File: src/pkg/pes_pkg.sv
// package: constants, register map and types of the power enable sequencer
package pes_pkg;
	localparam int ADDR_W = 4;
	// register byte addresses
	localparam logic [ADDR_W-1:0] REG_CTRL = 4'h0;
	localparam logic [ADDR_W-1:0] REG_STATUS = 4'h4;
	localparam logic [ADDR_W-1:0] REG_IRQ_STAT = 4'h8;
	localparam logic [ADDR_W-1:0] REG_IRQ_MASK = 4'hC;
	// control register fields
	localparam int CTRL_MEM_BUSY = 0;
	localparam int CTRL_DRIVE = 1;
	localparam int CTRL_BASE_LSB = 8;
	localparam int CTRL_FDIS_LSB = 16;
	localparam int CTRL_POP_LSB = 24;
	// status register fields
	localparam int ST_HOLD = 0;
	localparam int ST_RECOV = 1;
	localparam int ST_DRIVE = 2;
	localparam int ST_FAULT_LSB = 8;
	localparam int ST_ADDR_LSB = 16;
	// event bits
	localparam int EV_ON = 0;
	localparam int EV_OFF = 1;
	localparam int EV_RECOV = 2;
	localparam int EV_FAULT = 3;
	localparam int EV_W = 4;
	// reset values and unmapped read data
	localparam logic [7:0] BASE_RST = 8'h80;
	localparam logic [7:0] POP_RST = 8'hFF;
	localparam logic [7:0] FDIS_RST = 8'h00;
	localparam logic [31:0] UNMAPPED_DATA = 32'h0000_0000;
	// state encoding in Gray order OFF, ON, WAIT, RECOV; the power-down step WAIT to OFF flips both bits
	typedef enum logic [1:0] {
		PES_OFF = 2'b00,
		PES_ON = 2'b01,
		PES_WAIT = 2'b11,
		PES_RECOV = 2'b10
	} pes_state_t;
	typedef struct packed {
		logic ignHighAbove;
		logic ignLowAbove;
		logic ignHighOpen;
		logic ignLowOpen;
	} pes_ign_t;
	// idle pin levels: both inputs inactive, none open
	localparam pes_ign_t IGN_IDLE = 4'h4;
endpackage

File: src/design/pes_power_enable.sv
// design: ignition enable sequencer, strap address, fuse fault monitor
//
// Decided for this implementation: the Avalon-MM interface to the registers and the register offsets.
`timescale 1ns/1ps
module pes_power_enable
	import pes_pkg::*;
#(
	parameter int FUSE_N = 8
)(
	input wire logic clk_sys,
	input wire logic sys_rst,
	input wire pes_ign_t ignPin,
	input wire logic [2:0] strapPin,
	input wire logic [FUSE_N-1:0] fusePowered,
	input wire logic [ADDR_W-1:0] avs_address,
	input wire logic avs_read,
	input wire logic avs_write,
	input wire logic [31:0] avs_writedata,
	output logic [31:0] avs_readdata,
	output logic avs_waitrequest,
	output logic powerHold,
	output logic recoveryMode,
	output logic highSideDrive,
	output logic [7:0] sourceAddr,
	output logic irq
);
	// register fields are one byte wide, so other widths cannot be served
	if (FUSE_N != 8)
	begin
		$error("FUSE_N must be 8 to fit register fields");
	end

	// two-flop synchronisers for all pin inputs
	pes_ign_t ignMeta, ignSync;
	logic [2:0] strapMeta, strapSync;
	logic [FUSE_N-1:0] fuseMeta, fuseSync;
	always_ff @(posedge clk_sys)
	begin
		if (sys_rst)
		begin
			// idle levels, else a false power-up follows reset
			ignMeta <= IGN_IDLE;
			ignSync <= IGN_IDLE;
			strapMeta <= 3'h0;
			strapSync <= 3'h0;
			fuseMeta <= '0;
			fuseSync <= '0;
		end
		else
		begin
			ignMeta <= ignPin;
			ignSync <= ignMeta;
			strapMeta <= strapPin;
			strapSync <= strapMeta;
			fuseMeta <= fusePowered;
			fuseSync <= fuseMeta;
		end
	end

	// comparators against half battery give the Above bits
	logic highActive, lowActive;
	assign highActive = ignSync.ignHighAbove && !ignSync.ignHighOpen;
	assign lowActive = !ignSync.ignLowAbove && !ignSync.ignLowOpen;

	// register state
	logic memBusy, driveCmd;
	logic [7:0] baseAddr, faultDis, population;
	logic [EV_W-1:0] irqStat, irqMask;
	logic [31:0] rdData;
	logic ack;
	logic [31:0] next_rdData;
	logic next_ack;
	logic next_memBusy, next_driveCmd;
	logic [7:0] next_baseAddr, next_faultDis, next_population;
	logic [EV_W-1:0] next_irqStat, next_irqMask;

	pes_state_t state, next_state;
	logic [7:0] next_sourceAddr;
	logic [FUSE_N-1:0] fault, next_fault;
	logic [EV_W-1:0] events;

	function automatic logic [7:0] addr_sum(input logic [7:0] base,
		input logic [2:0] offs);
		addr_sum = base + {5'h00, offs};
	endfunction

	// sequencer
	always_comb
	begin
		next_state = state;
		next_sourceAddr = sourceAddr;
		case (state)
			PES_OFF:
			begin
				if (highActive && lowActive)
					next_state = PES_RECOV;
				else if (highActive || lowActive)
				begin
					next_state = PES_ON;
					next_sourceAddr = addr_sum(baseAddr, strapSync);
				end
			end
			PES_ON:
			begin
				if (highActive && lowActive)
					next_state = PES_RECOV;
				else if (!highActive && !lowActive)
					next_state = PES_WAIT;
			end
			PES_WAIT:
			begin
				if (highActive && lowActive)
					next_state = PES_RECOV;
				else if (highActive || lowActive)
					next_state = PES_ON;
				else if (!memBusy)
					next_state = PES_OFF;
			end
			PES_RECOV:
			begin
				if (!highActive && !lowActive)
					next_state = PES_WAIT;
			end
			default:
				next_state = PES_OFF;
		endcase
	end

	// fault flags only for populated, enabled, running positions
	always_comb
	begin
		next_fault = '0;
		if (state == PES_ON)
			next_fault = ~fuseSync & population & ~faultDis;
	end

	assign events[EV_ON] = (state == PES_OFF) && (next_state == PES_ON);
	assign events[EV_OFF] = (state != PES_OFF) && (next_state == PES_OFF);
	assign events[EV_RECOV] = (state != PES_RECOV) && (next_state == PES_RECOV);
	assign events[EV_FAULT] = |(next_fault & ~fault);

	// bus slave: one wait cycle, answer on the second edge
	always_comb
	begin
		next_ack = 1'b0;
		next_rdData = rdData;
		next_memBusy = memBusy;
		next_driveCmd = driveCmd;
		next_baseAddr = baseAddr;
		next_faultDis = faultDis;
		next_population = population;
		next_irqMask = irqMask;
		next_irqStat = irqStat;
		if ((avs_read || avs_write) && !ack)
		begin
			next_ack = 1'b1;
			if (avs_write)
			begin
				case (avs_address)
					REG_CTRL:
					begin
						next_memBusy = avs_writedata[CTRL_MEM_BUSY];
						next_driveCmd = avs_writedata[CTRL_DRIVE];
						next_baseAddr = avs_writedata[CTRL_BASE_LSB+:8];
						next_faultDis = avs_writedata[CTRL_FDIS_LSB+:8];
						next_population = avs_writedata[CTRL_POP_LSB+:8];
					end
					REG_IRQ_STAT:
						next_irqStat = irqStat & ~avs_writedata[EV_W-1:0];
					REG_IRQ_MASK:
						next_irqMask = avs_writedata[EV_W-1:0];
					default:
						next_ack = 1'b1;
				endcase
			end
			else
			begin
				case (avs_address)
					REG_CTRL:
						next_rdData = {population, faultDis, baseAddr, 6'h00,
							driveCmd, memBusy};
					REG_STATUS:
						next_rdData = {8'h00, sourceAddr, fault, 5'h00,
							highSideDrive, recoveryMode, powerHold};
					REG_IRQ_STAT:
						next_rdData = {28'h0000000, irqStat};
					REG_IRQ_MASK:
						next_rdData = {28'h0000000, irqMask};
					default:
						next_rdData = UNMAPPED_DATA;
				endcase
			end
		end
		// set wins over a same-cycle clear
		next_irqStat = next_irqStat | events;
	end

	always_ff @(posedge clk_sys)
	begin
		if (sys_rst)
		begin
			state <= PES_OFF;
			sourceAddr <= 8'h00;
			fault <= '0;
			ack <= 1'b0;
			rdData <= 32'h0000_0000;
			memBusy <= 1'b0;
			driveCmd <= 1'b0;
			baseAddr <= BASE_RST;
			faultDis <= FDIS_RST;
			population <= POP_RST;
			irqStat <= '0;
			irqMask <= '0;
			powerHold <= 1'b0;
			recoveryMode <= 1'b0;
			highSideDrive <= 1'b0;
			irq <= 1'b0;
			avs_waitrequest <= 1'b1;
		end
		else
		begin
			state <= next_state;
			sourceAddr <= next_sourceAddr;
			fault <= next_fault;
			ack <= next_ack;
			rdData <= next_rdData;
			memBusy <= next_memBusy;
			driveCmd <= next_driveCmd;
			baseAddr <= next_baseAddr;
			faultDis <= next_faultDis;
			population <= next_population;
			irqStat <= next_irqStat;
			irqMask <= next_irqMask;
			powerHold <= (next_state != PES_OFF);
			recoveryMode <= (next_state == PES_RECOV);
			// drive follows command only while in normal operation
			highSideDrive <= next_driveCmd && (next_state == PES_ON);
			irq <= |(next_irqStat & next_irqMask);
			avs_waitrequest <= !next_ack;
		end
	end

	assign avs_readdata = rdData;
endmodule

File: config.mk
export PLATFORM = sky130hd
export DESIGN_NAME = pes_power_enable
export DESIGN_NICKNAME = d
export VERILOG_FILES = /design/src/pkg/pes_pkg.sv /design/src/design/pes_power_enable.sv
export SDC_FILE = /design/constraint.sdc
export NUM_CORES = 1
export LEC_CHECK = 0
export BUFFER_PORTS_ARGS = -buffer_cell sky130_fd_sc_hd__clkbuf_2
export CAP_MARGIN = 20
export CELL_PAD_IN_SITES_DETAIL_PLACEMENT = 1
export CELL_PAD_IN_SITES_GLOBAL_PLACEMENT = 1
export CORE_MARGIN = 8
export CORE_UTILIZATION = 40
export DETAILED_ROUTE_END_ITERATION = 7
export HOLD_SLACK_MARGIN = 0.05
export PLACE_DENSITY_LB_ADDON = 0.1
export REMOVE_ABC_BUFFERS = 1
export SYNTH_ARGS = -nofsm -noshare
export SYNTH_HDL_FRONTEND = slang
export SYNTH_SLANG_ARGS = --single-unit
File: constraint.sdc
create_clock -name clk_sys -period 2.27 [get_ports clk_sys]
set_input_delay 0.3405 -clock clk_sys [delete_from_list [all_inputs] [get_ports clk_sys]]
set_output_delay 0.3405 -clock clk_sys [all_outputs]
set_load 0.02 [all_outputs]
==> results.yml <==
synth:
  yosys.area_share.xor_xnor: 0.009867
  synth.largest_area_cell: "sky130_fd_sc_hd__dfxtp_1"
  netlist_top_cells_count: "116 x sky130_fd_sc_hd__dfxtp_1, 67 x sky130_fd_sc_hd__nand2_1, 45 x sky130_fd_sc_hd__nor2_1, 32 x sky130_fd_sc_hd__a21oi_1, 32 x sky130_fd_sc_hd__nor2b_1"
  synthDistinctLibCells: 45
  post-synth-top-count-cell: "sky130_fd_sc_hd__dfxtp_1"
  ys_async_sr_fraction: 0
  seq_area_frac_synth: 0.5233
  syn-instance-count: 482
  yosys.area.top_type_share: 0.5233
  synth.ff_latch_count: 116
  dominantRegCellSynth: "sky130_fd_sc_hd__dfxtp_1"
  synth_simple_gate_area_share: 0.2687
  cell_area_synth_um2: 4438
  synthAdderAreaFrac: 0.02425
  syn_avg_cell_area_um2: 9.207
  synth_top_family_by_area: "simple AND/OR/NAND/NOR gates"
  top_cells_by_area_synth: "sky130_fd_sc_hd__dfxtp_1 52%, sky130_fd_sc_hd__nand2_1 5.7%, sky130_fd_sc_hd__nor2b_1 4.5%"
  synthesis.yosys.warnings: 0
  synth_enable_flop_cells: 0
  muxShareOfSynthArea: 0.02537
  synth_compound_area_frac: 0.1071
critical_path:
  worst-r2r-cell-count: 8
  cp-start-kind: "register"
  cp_max_fo: 3
  worst_ep_required_time_ps: 2710
  crit_arrival_ps: 2460
  end_kind: "register"
  critPathKind: "reg -> reg"
global_routing:
  grt-ovfl-total: 0
  number_of_global_route_vias_before_repair: 4229
  grt_start_max_net_pins: 43
  grt.total_usage: 0.1859
  first_pass_grt_wire_length_um: 21530
  antenna_found_initial: 0
die:
  row_count: 38
  initial_core_utilization: 0.4094
  core_region_area_um2: 10840
  boundaryPins: 100
  die_area_um2: 14720
  die_width_um: 121.3
  floorplan.die.height_um: 121.3
place:
  dp_hpwl_um: 8734
  place_congestion: 0.7937
  io_buffer_count: 91
run:
  timing.max_cap.violations: 0
clocking:
  ctsRootBufferMaster: "sky130_fd_sc_hd__clkbuf_8"
  clock_tree_from_tritoncts: "built"
  post_cts_buffers: 0
  ctsHtreeMaxLevel: 4
  clk_transition_reported_paths_ps: 60
  post_cts.resized_instances: 0
  clock_sink_count: 116
  cts.hold.buffers_added: 31
  cts_buffer_depth: 2
  num_cts_buffers: 17
  worst_skew_pair.late_latency_ps: 510
detailed_routing:
  detail_route.first_pass.iterations: 7
  ant_nets: 0
  post-route-drc-count: 0
  routedWlPerCell_um: 17.12
  drt_first_iter_violations: 156
  route.detailed.vias_per_inst: 5.190
  drt_wl_total_um: 13070
  route.vias.total: 3960
finish:
  antenna_cell_count: 0
  area_growth_pct: 35.95
  post-route-util: 0.5566
  final_net_count: 673
  drive_gt1_frac: 0.2424
  n_fill_cell: 1259
worst_hold_path:
  worstHoldPathCells: 3
  hold_path.class: "in -> reg"
timing:
  setup_violations: 0
  maxSlewHeadroom: 0.6427
  setup_total_negative_slack_ps: 0
  timing.final.crit_period_ps: 2016
  timing.fmax_ghz: 0.4961
  finalCritPeriodShare: 0.8879
  final-max-slew-violation-count: 0
  final_hold_viol_count: 0
  worst_margin_pin_slew_ps: 534.9
  worst_clock_skew_ps: 6.849
  unrepaired_setup_endpoints_after_global_routing: "false"
power_and_ir_drop:
  power.density_nw_per_um2: 933.0
  total_power_uw: 5629
  power.ir.vdd_worst_mv: 0.4369
  total_leakage_power_uw: 0.002488
status:
  outcome: "completed"
==> cells in the final DEF, fill, tap and decap left out, drive strengths merged, types with 2 or more instances in the layout <==
master	instances
dfxtp	116
clkbuf	109
nand2	67
nor2	45
nor2b	32
a21oi	32
dlygate4sd3	31
a221oi	19
nor3	19
buf	18
nor4b	18
nand3	11
nand3b	10
inv	10
mux2i	9
ha	7
a211oi	6
or2	6
o21ai	5
nand2b	5
bufinv	5
conb	4
clkinvlp	4
nor4	4
and2	3
xnor2	3
clkinv	3
mux2	2
xor2	2
or3	2
a32oi	2
a31oi	2
==> power by group <==
group          leakage, uW  total (uW)  switching (uW)  internal [uW]
Sequential        0.000948        2210            72.7           2140
Clock             0.000306        2890             942           1950
Combinational      0.00123         527             302            225
Total              0.00249        5630            1320           4310
==> stage by stage <==
stage | worst slack [ps] | instance area [um2] | std cells | hold WS [ps]
2_1_floorplan | -40.21 | 4303 | 452 | 389.5
5_1_grt | 69.19 | 6033 | 763 | 57.17
3_3_place_gp | 253.1 | 5077 | 700 | 406.5
6_report | 254.4 | 6033 | 763 | 67.45
3_5_place_dp | 190.4 | 5077 | 700 | 405.0
4_1_cts | 293.3 | 6033 | 763 | 50.80
==> worst paths after layout <==
check,slack [ps],from,end
min reg2reg,420,fuseSync[0],fault[0]
max,250,ignSync[0],irq
max reg2reg,250,ignSync[0],irq
min,70,avs_writedata[13],baseAddr[5]
==> flip-flops by register name, indices dropped and copies added (netlist names), 4 cells and up <==
name,cells
baseAddr,8
ignMeta,4
fault,8
fuseSync,8
irqMask,4
population,8
ignSync,4
irqStat,4
sourceAddr,8
fuseMeta,8
faultDis,8
avs_readdata,28
==> worst max-delay path, stage by stage (launching register included) <==
cell and delay, ps:
sky130_fd_sc_hd__dfxtp_1 290, sky130_fd_sc_hd__or2_2 310, sky130_fd_sc_hd__inv_1 80, sky130_fd_sc_hd__ha_1 180, sky130_fd_sc_hd__o21ai_0 110, sky130_fd_sc_hd__a221oi_1 410
sky130_fd_sc_hd__a32oi_1 200, sky130_fd_sc_hd__o22a_1 220, sky130_fd_sc_hd__a31oi_1 150
==> logic make-up (layout without fill, tap and decap cells) <==
logic type,after synthesis,count (layout)
AOI/OAI and AO/OA,72,72
xor gates and xnor gates,5,5
adders and majority gates,8,8
buffers and inverters,42,180
DFF,116,116
muxes,11,11
other,1,4
and+or+nand+nor,227,227
==> layer usage <==
layer  vias up  routed length [um]  global-route usage
met3        17                 579             0.05258
li1       1919                   -                   -
met5         -                   0                   0
met4         0                 204             0.06708
met1      1935                5787              0.2214
met2        89                6494              0.3123
==> cell type report <==
type | instances | area (um2) | share of cell area
Tap cell | 140 | 175.2 | 0.02903
Multi-Input combinational cell | 327 | 1961 | 0.3250
Clock buffer | 19 | 441.7 | 0.07321
Inverter | 9 | 33.78 | 0.005599
Timing Repair Buffer | 139 | 895.9 | 0.1485
Sequential cell | 116 | 2322 | 0.3849
Clock inverter | 13 | 203.9 | 0.03380
Power figures use the tool's default switching activity.
